`src/gdspi_pkg.sv`:
```
package gdspi_pkg;

    // frame geometry and check byte
    localparam int FRAME_BITS = 24;
    localparam logic [4:0] FRAME_LAST = 5'h17;
    localparam logic [7:0] CRC_POLY = 8'h07;
    localparam logic [7:0] CRC_INIT = 8'h00;

    // register addresses, seven bits; bit 6 set means the secondary die
    localparam logic [6:0] ADDR_PRI_STATUS = 7'h01;
    localparam logic [6:0] ADDR_TS_DUTY = 7'h08;
    localparam logic [6:0] ADDR_DIE_DUTY = 7'h09;
    localparam logic [6:0] ADDR_SEC_STATUS = 7'h41;
    localparam logic [6:0] ADDR_SEC_CTRL = 7'h42;
    localparam int SEC_SPACE_BIT = 6;

    // primary_die status bits
    localparam int PST_COMM = 0;
    localparam int PST_CRC = 1;
    localparam int PST_FUSE_ECC = 2;
    // secondary_die status bits
    localparam int SST_COMM = 0;
    localparam int SST_ECC_FIXED = 1;
    localparam int SST_ECC_UNCORR = 2;
    localparam int SST_PROG_FAIL = 3;

    localparam logic [7:0] STATUS_RESET = 8'h00;
    localparam logic [7:0] CTRL_RESET = 8'h00;

    // secondary_program_control action codes in bits 2..0
    localparam logic [2:0] CTRL_SIMULATE = 3'h3;
    localparam logic [2:0] CTRL_PROGRAM = 3'h7;
    localparam int CTRL_BUSY_BIT = 2;

    // programming sequence limits
    localparam logic [5:0] PROG_MAX_ATTEMPTS = 6'h28;
    localparam int PROG_TIME_MS = 40;
    localparam int CLK_HZ = 40000000;
    localparam int PROG_TIMEOUT_CYC = PROG_TIME_MS * (CLK_HZ / 1000);
    localparam int PROG_TIMER_W = 21;

    typedef struct packed {
        logic wr;
        logic [6:0] addr;
        logic [7:0] data;
        logic [7:0] crc;
    } gdspi_frame_s;

    typedef struct packed {
        logic fuse_err;
        logic ee_fixed;
        logic ee_uncorr;
    } gdspi_ecc_s;

    typedef enum logic {
        PROG_IDLE = 1'b0,
        PROG_WAIT = 1'b1
    } gdspi_prog_e;

    // crc-8, polynomial x^8+x^2+x+1, msb first, zero seed
    function automatic logic [7:0] crc8(input logic [15:0] d);
        logic [7:0] c;
        c = CRC_INIT;
        for (int i = 15; i >= 0; i--) begin
            if (c[7] ^ d[i]) begin
                c = {c[6:0], 1'b0} ^ CRC_POLY;
            end else begin
                c = {c[6:0], 1'b0};
            end
        end
        return c;
    endfunction

endpackage

```
`src/gdspi_port.sv`:
```
`timescale 1ns/1ps
module gdspi_port #(
    parameter int PROG_TIMEOUT_CYC = gdspi_pkg::PROG_TIMEOUT_CYC
) (
    input wire logic clk,
    input wire logic rstn,
    input wire logic sclk,
    input wire logic cs_n,
    input wire logic mosi,
    output logic miso_out,
    output logic miso_oe_n,
    input wire logic primary_pg,
    input wire logic secondary_pg,
    input wire gdspi_pkg::gdspi_ecc_s ecc,
    input wire logic [11:0] ts_duty,
    input wire logic [11:0] die_duty,
    output logic ee_start,
    input wire logic ee_done,
    input wire logic ee_ok,
    output logic sim_apply,
    output logic prog_busy,
    output logic shutdown
);

    logic [4:0] pin_q;
    logic sclk_s, cs_s, mosi_s, pri_s, sec_s;
    logic sclk_d_reg, cs_d_reg;
    logic sclk_rise, sclk_fall, cs_rise, cs_fall;
    logic armed_reg, active_reg;
    logic [23:0] shift_reg;
    logic [23:0] resp_reg;
    logic [23:0] resp_next;
    logic [4:0] cnt_reg;
    logic any_clk_reg;
    logic [7:0] pri_status_reg, sec_status_reg, ctrl_reg;
    logic miso_reg, miso_oe_n_reg;
    logic ee_start_reg, sim_apply_reg, shutdown_reg;
    gdspi_pkg::gdspi_prog_e prog_state_reg;
    logic [5:0] attempts_reg;
    logic [gdspi_pkg::PROG_TIMER_W-1:0] timer_reg;
    gdspi_pkg::gdspi_frame_s cmd;
    logic take, framing_ok, exec, crc_ok, wr_go, sec_block, busy;
    logic comm_ev, crc_ev, prog_fail_ev, prog_req;
    logic [7:0] pri_clr, sec_clr, rdata;

    // pins and power-good levels come from other domains
    // select travels inverted so a cleared chain reads as idle high: no false select edge after reset
    gdspi_sync #(
        .W(5)
    ) u_sync (
        .clk(clk),
        .rstn(rstn),
        .d({sclk, ~cs_n, mosi, primary_pg, secondary_pg}),
        .q(pin_q)
    );

    assign sclk_s = pin_q[4];
    assign cs_s = ~pin_q[3];
    assign mosi_s = pin_q[2];
    assign pri_s = pin_q[1];
    assign sec_s = pin_q[0];

    // edge history; select idles high so its history starts high
    always_ff @(posedge clk) begin
        if (!rstn) begin
            sclk_d_reg <= 1'b0;
            cs_d_reg <= 1'b1;
        end else begin
            sclk_d_reg <= sclk_s;
            cs_d_reg <= cs_s;
        end
    end

    assign sclk_rise = sclk_s & ~sclk_d_reg;
    assign sclk_fall = ~sclk_s & sclk_d_reg;
    assign cs_rise = cs_s & ~cs_d_reg;
    assign cs_fall = ~cs_s & cs_d_reg;

    // arming waits for the first select rise after primary power is good
    always_ff @(posedge clk) begin
        if (!rstn) begin
            armed_reg <= 1'b0;
        end else if (!pri_s) begin
            armed_reg <= 1'b0;
        end else if (cs_rise) begin
            armed_reg <= 1'b1;
        end
    end

    // a frame is live from select fall to select rise
    always_ff @(posedge clk) begin
        if (!rstn) begin
            active_reg <= 1'b0;
        end else if (!pri_s || cs_rise) begin
            active_reg <= 1'b0;
        end else if (cs_fall && armed_reg) begin
            active_reg <= 1'b1;
        end
    end

    // one register both carries the response out and the stream in, which gives the 24-bit repeat delay
    always_ff @(posedge clk) begin
        if (!rstn) begin
            shift_reg <= 24'h000000;
        end else if (cs_fall && armed_reg && pri_s) begin
            shift_reg <= resp_reg;
        end else if (sclk_rise && active_reg) begin
            shift_reg <= {shift_reg[22:0], mosi_s};
        end
    end

    // bit counter modulo one frame; any_clk tells zero clocks from 24n clocks
    always_ff @(posedge clk) begin
        if (!rstn) begin
            cnt_reg <= 5'h00;
            any_clk_reg <= 1'b0;
        end else if (cs_fall) begin
            cnt_reg <= 5'h00;
            any_clk_reg <= 1'b0;
        end else if (sclk_rise && active_reg) begin
            any_clk_reg <= 1'b1;
            if (cnt_reg == gdspi_pkg::FRAME_LAST) begin
                cnt_reg <= 5'h00;
            end else begin
                cnt_reg <= cnt_reg + 5'h01;
            end
        end
    end

    // serial output and its enable, released while select is high
    always_ff @(posedge clk) begin
        if (!rstn) begin
            miso_reg <= 1'b0;
            miso_oe_n_reg <= 1'b1;
        end else if (!pri_s || cs_rise || cs_s) begin
            miso_oe_n_reg <= 1'b1;
        end else if (cs_fall && armed_reg) begin
            miso_reg <= resp_reg[23];
            miso_oe_n_reg <= 1'b0;
        end else if (sclk_fall && active_reg) begin
            miso_reg <= shift_reg[23];
        end
    end

    // command decode at select rise
    assign cmd = gdspi_pkg::gdspi_frame_s'(shift_reg);
    assign take = active_reg & cs_rise;
    assign framing_ok = (cnt_reg == 5'h00);
    assign exec = take & framing_ok & any_clk_reg;
    assign comm_ev = take & ~framing_ok;
    assign crc_ok = (gdspi_pkg::crc8(shift_reg[23:8]) == cmd.crc);
    assign crc_ev = exec & cmd.wr & ~crc_ok;
    assign sec_block = cmd.addr[gdspi_pkg::SEC_SPACE_BIT] & ~sec_s;
    assign wr_go = exec & cmd.wr & crc_ok & ~sec_block;
    assign busy = (prog_state_reg == gdspi_pkg::PROG_WAIT);
    assign prog_req = wr_go && cmd.addr == gdspi_pkg::ADDR_SEC_CTRL && cmd.data[2:0] == gdspi_pkg::CTRL_PROGRAM;

    // write-one-to-clear masks for the status registers
    assign pri_clr = (wr_go && cmd.addr == gdspi_pkg::ADDR_PRI_STATUS) ? cmd.data : 8'h00;
    assign sec_clr = (wr_go && cmd.addr == gdspi_pkg::ADDR_SEC_STATUS) ? cmd.data : 8'h00;

    // primary status; set is ored after the clear so a same-cycle event survives
    always_ff @(posedge clk) begin
        if (!rstn) begin
            pri_status_reg <= gdspi_pkg::STATUS_RESET;
        end else begin
            pri_status_reg <= pri_status_reg & ~pri_clr;
            pri_status_reg[gdspi_pkg::PST_COMM] <= (pri_status_reg[gdspi_pkg::PST_COMM]
                & ~pri_clr[gdspi_pkg::PST_COMM]) | comm_ev;
            pri_status_reg[gdspi_pkg::PST_CRC] <= (pri_status_reg[gdspi_pkg::PST_CRC]
                & ~pri_clr[gdspi_pkg::PST_CRC]) | crc_ev;
            pri_status_reg[gdspi_pkg::PST_FUSE_ECC] <= (pri_status_reg[gdspi_pkg::PST_FUSE_ECC]
                & ~pri_clr[gdspi_pkg::PST_FUSE_ECC]) | ecc.fuse_err;
        end
    end

    // secondary status, same set-wins scheme
    always_ff @(posedge clk) begin
        if (!rstn) begin
            sec_status_reg <= gdspi_pkg::STATUS_RESET;
        end else begin
            sec_status_reg <= sec_status_reg & ~sec_clr;
            sec_status_reg[gdspi_pkg::SST_COMM] <= (sec_status_reg[gdspi_pkg::SST_COMM]
                & ~sec_clr[gdspi_pkg::SST_COMM]) | comm_ev;
            sec_status_reg[gdspi_pkg::SST_ECC_FIXED] <= (sec_status_reg[gdspi_pkg::SST_ECC_FIXED]
                & ~sec_clr[gdspi_pkg::SST_ECC_FIXED]) | ecc.ee_fixed;
            sec_status_reg[gdspi_pkg::SST_ECC_UNCORR] <= (sec_status_reg[gdspi_pkg::SST_ECC_UNCORR]
                & ~sec_clr[gdspi_pkg::SST_ECC_UNCORR]) | ecc.ee_uncorr;
            sec_status_reg[gdspi_pkg::SST_PROG_FAIL] <= (sec_status_reg[gdspi_pkg::SST_PROG_FAIL]
                & ~sec_clr[gdspi_pkg::SST_PROG_FAIL]) | prog_fail_ev;
        end
    end

    // control register keeps what was written; bit 2 is replaced by the busy state on read
    always_ff @(posedge clk) begin
        if (!rstn) begin
            ctrl_reg <= gdspi_pkg::CTRL_RESET;
        end else if (wr_go && cmd.addr == gdspi_pkg::ADDR_SEC_CTRL) begin
            ctrl_reg <= cmd.data;
        end
    end

    // apply-without-storing pulse only for the exact code
    always_ff @(posedge clk) begin
        if (!rstn) begin
            sim_apply_reg <= 1'b0;
        end else begin
            sim_apply_reg <= wr_go && cmd.addr == gdspi_pkg::ADDR_SEC_CTRL
                && cmd.data[2:0] == gdspi_pkg::CTRL_SIMULATE;
        end
    end

    // uncorrectable eeprom error latches shutdown until reset
    always_ff @(posedge clk) begin
        if (!rstn) begin
            shutdown_reg <= 1'b0;
        end else if (ecc.ee_uncorr) begin
            shutdown_reg <= 1'b1;
        end
    end

    // programming sequencer: retries until ok, attempt limit or overall time limit
    always_ff @(posedge clk) begin
        if (!rstn) begin
            prog_state_reg <= gdspi_pkg::PROG_IDLE;
            attempts_reg <= 6'h00;
            timer_reg <= '0;
            ee_start_reg <= 1'b0;
            prog_fail_ev <= 1'b0;
        end else begin
            ee_start_reg <= 1'b0;
            prog_fail_ev <= 1'b0;
            unique case (prog_state_reg)
                gdspi_pkg::PROG_IDLE: begin
                    if (prog_req) begin
                        prog_state_reg <= gdspi_pkg::PROG_WAIT;
                        attempts_reg <= 6'h01;
                        timer_reg <= '0;
                        ee_start_reg <= 1'b1;
                    end
                end
                gdspi_pkg::PROG_WAIT: begin
                    timer_reg <= timer_reg + 1'b1;
                    if (timer_reg == gdspi_pkg::PROG_TIMER_W'(PROG_TIMEOUT_CYC - 1)) begin
                        prog_state_reg <= gdspi_pkg::PROG_IDLE;
                        prog_fail_ev <= 1'b1;
                    end else if (ee_done && ee_ok) begin
                        prog_state_reg <= gdspi_pkg::PROG_IDLE;
                    end else if (ee_done && attempts_reg == gdspi_pkg::PROG_MAX_ATTEMPTS) begin
                        prog_state_reg <= gdspi_pkg::PROG_IDLE;
                        prog_fail_ev <= 1'b1;
                    end else if (ee_done) begin
                        attempts_reg <= attempts_reg + 6'h01;
                        ee_start_reg <= 1'b1;
                    end
                end
            endcase
        end
    end

    // read data for byte registers; unpowered secondary space reads zero
    always_comb begin
        rdata = 8'h00;
        if (!sec_block) begin
            unique case (cmd.addr)
                gdspi_pkg::ADDR_PRI_STATUS: rdata = pri_status_reg;
                gdspi_pkg::ADDR_SEC_STATUS: rdata = sec_status_reg;
                gdspi_pkg::ADDR_SEC_CTRL: begin
                    rdata = ctrl_reg;
                    rdata[gdspi_pkg::CTRL_BUSY_BIT] = busy;
                end
                default: rdata = 8'h00;
            endcase
        end
    end

    // response word; writes echo the command, aborted frames answer zero
    always_comb begin
        resp_next = 24'h000000;
        if (!cmd.wr && sec_block) begin
            resp_next[23:8] = 16'h0000;
        end else if (!cmd.wr && (cmd.addr == gdspi_pkg::ADDR_TS_DUTY || cmd.addr == gdspi_pkg::ADDR_DIE_DUTY)) begin
            resp_next[19:8] = (cmd.addr == gdspi_pkg::ADDR_TS_DUTY) ? ts_duty : die_duty;
        end else if (!cmd.wr) begin
            resp_next[23:8] = {cmd.wr, cmd.addr, rdata};
        end else begin
            resp_next[23:8] = shift_reg[23:8];
        end
        resp_next[7:0] = gdspi_pkg::crc8(resp_next[23:8]);
    end

    // response is fixed at select rise and held for the next select-low period
    always_ff @(posedge clk) begin
        if (!rstn) begin
            resp_reg <= 24'h000000;
        end else if (exec) begin
            resp_reg <= resp_next;
        end else if (comm_ev) begin
            resp_reg <= 24'h000000;
        end
    end

    assign miso_out = miso_reg;
    assign miso_oe_n = miso_oe_n_reg;
    assign ee_start = ee_start_reg;
    assign sim_apply = sim_apply_reg;
    assign prog_busy = busy;
    assign shutdown = shutdown_reg;

endmodule

```
`src/gdspi_sync.sv`:
```
`timescale 1ns/1ps
// two-stage synchroniser for asynchronous pins; only the second stage is visible
module gdspi_sync #(
    parameter int W = 5
) (
    input wire logic clk,
    input wire logic rstn,
    input wire logic [W-1:0] d,
    output logic [W-1:0] q
);

    logic [W-1:0] meta_reg;

    // first stage feeds the second and nothing else
    always_ff @(posedge clk) begin
        if (!rstn) begin
            meta_reg <= '0;
            q <= '0;
        end else begin
            meta_reg <= d;
            q <= meta_reg;
        end
    end

endmodule
```
`config.mk`:
```
export PLATFORM = sky130hd
export DESIGN_NAME = gdspi_port
export DESIGN_NICKNAME = d
export VERILOG_FILES = /design/src/gdspi_pkg.sv /design/src/gdspi_port.sv /design/src/gdspi_sync.sv
export SDC_FILE = /design/constraint.sdc
export NUM_CORES = 1
export LEC_CHECK = 0
export ABC_AREA = 1
export BUFFER_PORTS_ARGS = -buffer_cell sky130_fd_sc_hd__buf_2
export CORE_UTILIZATION = 45
export CTS_CLUSTER_SIZE = 8
export DETAILED_ROUTE_END_ITERATION = 7
export SYNTH_ARGS = -nofsm -noshare
export SYNTH_HDL_FRONTEND = slang
export SYNTH_HIERARCHICAL = 1
export SYNTH_SLANG_ARGS = --single-unit
export TNS_END_PERCENT = 50
```
`constraint.sdc`:
```
create_clock -name clk -period 3.1 [get_ports clk]
set_input_delay 0.155 -clock clk [delete_from_list [all_inputs] [get_ports clk]]
set_output_delay 0.155 -clock clk [all_outputs]
set_load 0.01 [all_outputs]
```
==> results by group, run 1 <==
Power
  • Pint: 0.00286 W
  • Combinational power share: 2.6%
  • VDD IR max: 0.443 mV
  • Net Sw Frac: 22.8%
  • Leak: 3.79 nW
  • Reg power frac: 43.7%
  • Clock share of power: 53.6%
  • Switching power: 0.000848 W
  • Power per cell area: 443 nW/um2

Placement
  • HPWL Detailed: 14400 um
  • Port Buffers: 41
  • RD Place Congestion: 0.892

Yosys
  • Main flop type after synthesis: dfxtp_1
  • Yosys top cell by area: dfxtp_1
  • Register area share after synthesis: 34.8%
  • Top cells by area, synth: dfxtp_1, nand2_1, nand3_1, a21oi_1, inv_1
  • Mapped cell area: 7200 um2
  • Post-synth EDFFs: 0
  • Post-synth top cells: nand2_1, dfxtp_1, nand3_1
  • Netlist cell types: 42
  • Cell with the most instances after synthesis: nand2_1
  • Synthesized area per cell: 6.38 um2
  • Syn Inst Count: 1128
  • Post-synth top area share: 34.8%
  • Post-synthesis register bit count: 125
  • Syn nets: 1172
  • Ys Warns: 6
  • Asr flop ratio synth: 0%

Timing
  • Maximum clock rate: 359 MHz
  • Fin Clk Skew: 8.00 ps
  • Hold Slack: 100 ps
  • Relative slew slack: 55.1%
  • RSZ-0062 raised after global routing: false
  • Post-layout min period: 2790 ps
  • Final setup violation count: 0
  • Max-slew violation count: 0
  • Worst-margin pin slew: 673 ps
  • Setup TNS: 0 ps
  • Period utilisation layout: 89.9%
  • Hold Fails Final Rpt: 0

Worst setup path
  • Setup crit end kind: flop
  • Flop2flop setup slack: 310 ps
  • Crit Path Category: flop to flop
  • Worst Reg-to-Reg Cells: 21
  • Critical R2R Launch: cmd[20]$_SDFFE_PN0P_
  • Worst EP required: 3420 ps
  • Crit-path max FO: 13
  • Reg2Reg Capture Point: timer_reg[7]$_SDFFE_PN0P_
  • Crit path launch type: flop
  • Arr. time, crit path: 3100 ps

Die
  • CORE AREA: 15400 um2
  • Die Area: 16500 um2
  • Site Rows: 45
  • I/O pins: 42
  • Die Y: 128 um
  • Starting Density: 46.7%
  • Horiz. Die Dim: 128 um

Routing
  • Post-Route WL: 19800 um
  • Antenna-violating nets left: 0
  • DRT iter0 DRCs: 374
  • DR DRC count: 0
  • Via count: 7233
  • Drt pass-1 iters: 5
  • Mean routed wirelength per cell: 14.0 um
  • Vias/cell: 5.12

CTS
  • H-tree depth: 4
  • Clock tree buffer depth: 2
  • # resized after CTS: 0
  • Clk Latency, worst-skew pair: 430 ps
  • Reg clk slew, reported paths: 60 ps
  • CTS tree: built
  • Root Buffer: clkbuf_16
  • CTS Buf Count: 17
  • Clk sinks: 125

GRT
  • First-pass GRT wire length: 32800 um
  • Vias in the first global route: 6541
  • Total track usage: 25.6%
  • Largest net degree at the start of global routing: 50
  • Initial antenna violation count: 0
  • GRT overflow: 0

Layout
  • Layout net count: 1234
  • Synth-to-layout area growth: 16.3%
  • Layout cells sized above 1: 15.3%
  • N_diodes: 0

Hold path
  • Hold EP: prog_fail_ev$_SDFF_PN0_
  • Hold_sp: ee_ok
  • Hold path depth: 4
  • HP Class: primary input to flop

Flow run
  • Number of max-cap violations: 0

Run status
  • Status: finished clean
cell type report:
class	instances	area [um2]
Clock buffer	19	443
Clock inverter	13	141
Fill cell	1580	7050
Inverter	132	503
Multi-Input combinational cell	831	3980
Sequential cell	125	2500
Tap cell	211	264
Timing Repair Buffer	83	541
power by group through the flow:
stage / clock network (W) / logic [W] / registers (W)
2_1_floorplan: 0 / 0.0000499 / 0.00166
5_1_grt: 0.00210 / 0.000111 / 0.00162
3_3_place_gp: 0 / 0.0000911 / 0.00166
6_report: 0.00199 / 0.0000981 / 0.00162
4_1_cts: 0.00203 / 0.0000992 / 0.00162
3_5_place_dp: 0 / 0.0000913 / 0.00166
worst max-delay path by stage:
stage,start,endpoint,depth (start not counted)
final,cmd[20]$_SDFFE_PN0P_,timer_reg[7]$_SDFFE_PN0P_,21
after global routing,cmd[20]$_SDFFE_PN0P_,attempts_reg[2]$_SDFFE_PN0P_,21
after CTS,cmd[20]$_SDFFE_PN0P_,timer_reg[7]$_SDFFE_PN0P_,21
after detailed placement,cmd[20]$_SDFFE_PN0P_,timer_reg[8]$_SDFFE_PN0P_,21
after global placement,cmd[19]$_SDFFE_PN0P_,timer_reg[19]$_SDFFE_PN0P_,20
after floorplan,cmd[18]$_SDFFE_PN0P_,timer_reg[14]$_SDFFE_PN0P_,21
routing by layer:
layer  track usage, %  up-vias  wire [um]
li1                 -     3771          -
met1             35.2     3271       9630
met2             40.4      167       8900
met3             5.07       24       1000
met4             8.03        0        298
met5                0        -          0
critical path, stage by stage, from the launching register on:
cell,delay (ps)
dfxtp_1,400
inv_2,100
ha_1,320
inv_1,60
nand2_1,70
nand2_1,70
nand2_1,100
nand2_1,130
inv_1,50
nand2_1,50
nand2_1,60
inv_1,50
nand3_1,60
nand2_1,60
nand2_1,50
nor2_2,160
nand3_4,120
nor2_8,130
nand4_4,210
buf_4,250
a21oi_1,120
nor2_1,50
cell usage in the layout (no fill, tap or decap), types with 2 or more instances in the layout:
master           n
a211oi_1         2
a21oi_1        100
a21oi_2          4
and3_1           2
buf_2           41
buf_4           34
bufinv_16        2
clkbuf_16       17
clkinv_1         2
clkinv_2         3
clkinv_4         3
clkinvlp_4       3
dfxtp_1        125
dlygate4sd3_1    8
ha_1             8
inv_1          106
inv_2           21
inv_4            3
inv_6            2
nand2_1        370
nand2_2         16
nand2_4          4
nand3_1        113
nand3_2          8
nand4_1         12
nor2_1          69
nor2_2           3
nor2_4           8
nor2_8           2
nor3_1           8
nor3_2           2
nor3b_1          3
nor4_1           4
o21ai_0         68
o21ai_1          6
o22ai_1          2
o31ai_1          2
or2_2            3
xor2_1           4
cells by family after synthesis:
family	Yosys count	share of synthesized area (%)
XOR/XNOR	4	0.487
AO/OA/AOI/OAI	189	13.8
adder cells (fa/ha/maj)	8	1.39
buffers and inverters	172	10.1
flip-flops	125	34.8
AND/OR/NAND/NOR	630	39.4
per-stage QoR:
stage	cells	cell area [um2]	power, W	setup slack [ps]	util, %
floorplan	1128	7200	0.00171	693	-
global route	1414	8370	0.00384	9.00	54.3
detailed placement	1372	7690	0.00175	277	49.9
CTS	1412	8360	0.00375	261	54.2
global placement	1372	7690	0.00175	333	49.9
finish	1414	8370	0.00371	314	54.3
timing repair:
item | in CTS | in global routing
setup endpoints to repair | 0 | 17
buffers inserted | 0 | 2
hold buffers | 8 | 0
hold endpoints to repair | 9 | 0
Note: power is estimated with default switching activity, not from simulation.
==> run 2: changes to the inputs <==
Settings changed: CORE_MARGIN set to 2.
==> results by group, run 2 (same netlist as run 1, synthesis figures left out) <==
Timing
  • Worst-margin pin slew: 658 ps (was 673 ps)
  • Fin Clk Skew: 10.7 ps (was 8.00 ps)
  • Period utilisation layout: 94.2% (was 89.9%)
  • Final setup violation count: 0 (unchanged)
  • Setup TNS: 0 ps (unchanged)
  • Max-slew violation count: 0 (unchanged)
  • Post-layout min period: 2920 ps (was 2790 ps)
  • RSZ-0062 raised after global routing: false (unchanged)
  • Final WS setup: 179 ps (was 314 ps)
  • Hold Fails Final Rpt: 0 (unchanged)
  • Relative slew slack: 55.7% (was 55.1%)
  • Maximum clock rate: 342 MHz (was 359 MHz)

CTS
  • H-tree depth: 4 (unchanged)
  • Clk sinks: 125 (unchanged)
  • Root Buffer: clkbuf_16 (unchanged)
  • Reg clk slew, reported paths: 60 ps (about the same)
  • Post-CTS Repair Setup Buffers: 0 (unchanged)
  • Clk Latency, worst-skew pair: 420 ps (was 430 ps)
  • CTS Buf Count: 17 (unchanged)
  • Clock tree buffer depth: 2 (unchanged)
  • CTS tree: built (unchanged)

Routing
  • Via count: 7172 (was 7233)
  • Antenna-violating nets left: 0 (unchanged)
  • Vias/cell: 5.10 (was 5.12)
  • Mean routed wirelength per cell: 14.2 um (was 14.0 um)
  • DRT iter0 DRCs: 430 (was 374)
  • Drt pass-1 iters: 5 (unchanged)
  • Post-Route WL: 19900 um (was 19800 um)
  • DR DRC count: 0 (unchanged)

Layout
  • Fill count: 1629 (was 1580)
  • Most frequent cells in the layout: nand2_1, dfxtp_1, nand3_1 (unchanged)
  • N_diodes: 0 (unchanged)
  • FF+latch area: 2500 um2 (unchanged)
  • Final instance count without filler cells: 1406 (was 1414)
  • Multi-input gate area: 3990 um2 (was 3980 um2)
  • Layout cells sized above 1: 14.5% (was 15.3%)
  • Leading cell type in the layout, fill and taps excluded: nand2_1 (unchanged)
  • Layout net count: 1221 (was 1234)
  • Design area: 8320 um2 (was 8370 um2)
  • Synth-to-layout area growth: 15.6% (was 16.3%)

Placement
  • Placed Area: 7630 um2 (was 7690 um2)
  • Port Buffers: 41 (unchanged)
  • Post-Place Cells: 1366 (was 1372)
  • RD Place Congestion: 0.871 (was 0.892)
  • Pre-CTS WS: 176 ps (was 277 ps)
  • HPWL Detailed: 14800 um (was 14400 um)

Worst setup path
  • Arr. time, crit path: 3200 ps (was 3100 ps)
  • Setup crit end kind: flop (unchanged)
  • Crit Path Category: flop to flop (unchanged)
  • Crit path launch type: flop (unchanged)
  • Worst EP required: 3380 ps (was 3420 ps)
  • Crit-path max FO: 12 (was 13)
  • Worst Reg-to-Reg Cells: 18 (was 21)

Power
  • Leak: 3.74 nW (was 3.79 nW)
  • Power per cell area: 450 nW/um2 (was 443 nW/um2)
  • VDD IR max: 0.451 mV (was 0.443 mV)
  • Total chip power: 0.00374 W (was 0.00371 W)

Die
  • Horiz. Die Dim: 130 um (was 128 um)
  • CORE AREA: 15800 um2 (was 15400 um2)
  • I/O pins: 42 (unchanged)
  • Starting Density: 45.6% (was 46.7%)
  • Die Y: 130 um (was 128 um)
  • Site Rows: 46 (was 45)
  • Die Area: 17000 um2 (was 16500 um2)

Run status
  • Status: finished clean (unchanged)

GRT
  • GRT overflow: 0 (unchanged)
  • Vias in the first global route: 6364 (was 6541)
  • Total track usage: 24.5% (was 25.6%)
  • First-pass GRT wire length: 32300 um (was 32800 um)
  • Initial antenna violation count: 0 (unchanged)
  • Largest net degree at the start of global routing: 50 (unchanged)

Flow run
  • Number of max-cap violations: 0 (unchanged)

Hold path
  • Hold path depth: 4 (unchanged)
  • HP Class: primary input to flop (unchanged)
[run 2: path summary, 6_finish.rpt]
path,startpoint,endpoint,slack [ps]
setup reg to reg,cmd[17]$_SDFFE_PN0P_,attempts_reg[4]$_SDFFE_PN0P_,180
hold reg to reg,u_sync/meta_reg[3]$_SDFF_PN0_,u_sync/q[3]$_SDFF_PN0_,410
hold / removal,ee_ok,prog_busy$_SDFF_PN0_,90
setup / recovery,cmd[17]$_SDFFE_PN0P_,attempts_reg[4]$_SDFFE_PN0P_,180
[run 2: layout make-up]
class | instances | area share, %
Tap cell | 216 | 3.25
Timing Repair Buffer | 70 | 5.47
Inverter | 132 | 6.06
Sequential cell | 125 | 30.1
Clock buffer | 18 | 5.28
Clock inverter | 14 | 1.91
Multi-Input combinational cell | 831 | 47.9
[run 2: metal layers]
layer | share of wire [%] | up-vias | global-route usage (%) | wire [um]
met5 | 0 | - | 0 | 0
met4 | 2.1 | 0 | 7.63 | 408
met3 | 5.2 | 25 | 4.85 | 1030
met2 | 46 | 165 | 40.0 | 9160
met1 | 47 | 3246 | 32.9 | 9290
li1 | - | 3736 | - | -
[run 2: repair_timing]
action,CTS,global route
gates resized for setup,0,3
hold buffers,8,0
endpoints found under the hold margin,9,0
endpoints found under the setup margin,0,5
[run 2: where the power goes]
group | total, W | internal [W] | switching, W
logic | 0.0000984 | 0.0000400 | 0.0000584
clock network | 0.00202 | 0.00122 | 0.000799
registers | 0.00162 | 0.00162 | 0.00000651
total | 0.00374 | 0.00288 | 0.000864
[run 2: worst max-delay path, stage by stage (launching register included)]
cell and delay [ps]:
dfxtp_1 700, inv_2 130, nand2_1 170, nand2_1 110, nand2_1 110, nand2_1 70
nand2_2 120, nand2_2 100, nand2_1 90, nand2_1 60, nand2_1 50, nand2_1 90
nor2_4 110, nand3_4 120, nor2_8 140, nand4_4 200, buf_4 240, nand3_1 80
a21oi_1 80
[run 2: per-stage QoR]
stage	hold WS, ps	util [%]
detailed placement	345	48.4
finish	91.6	52.8
global route	119	52.8
floorplan	253	-
CTS	83.7	52.7
global placement	340	48.4
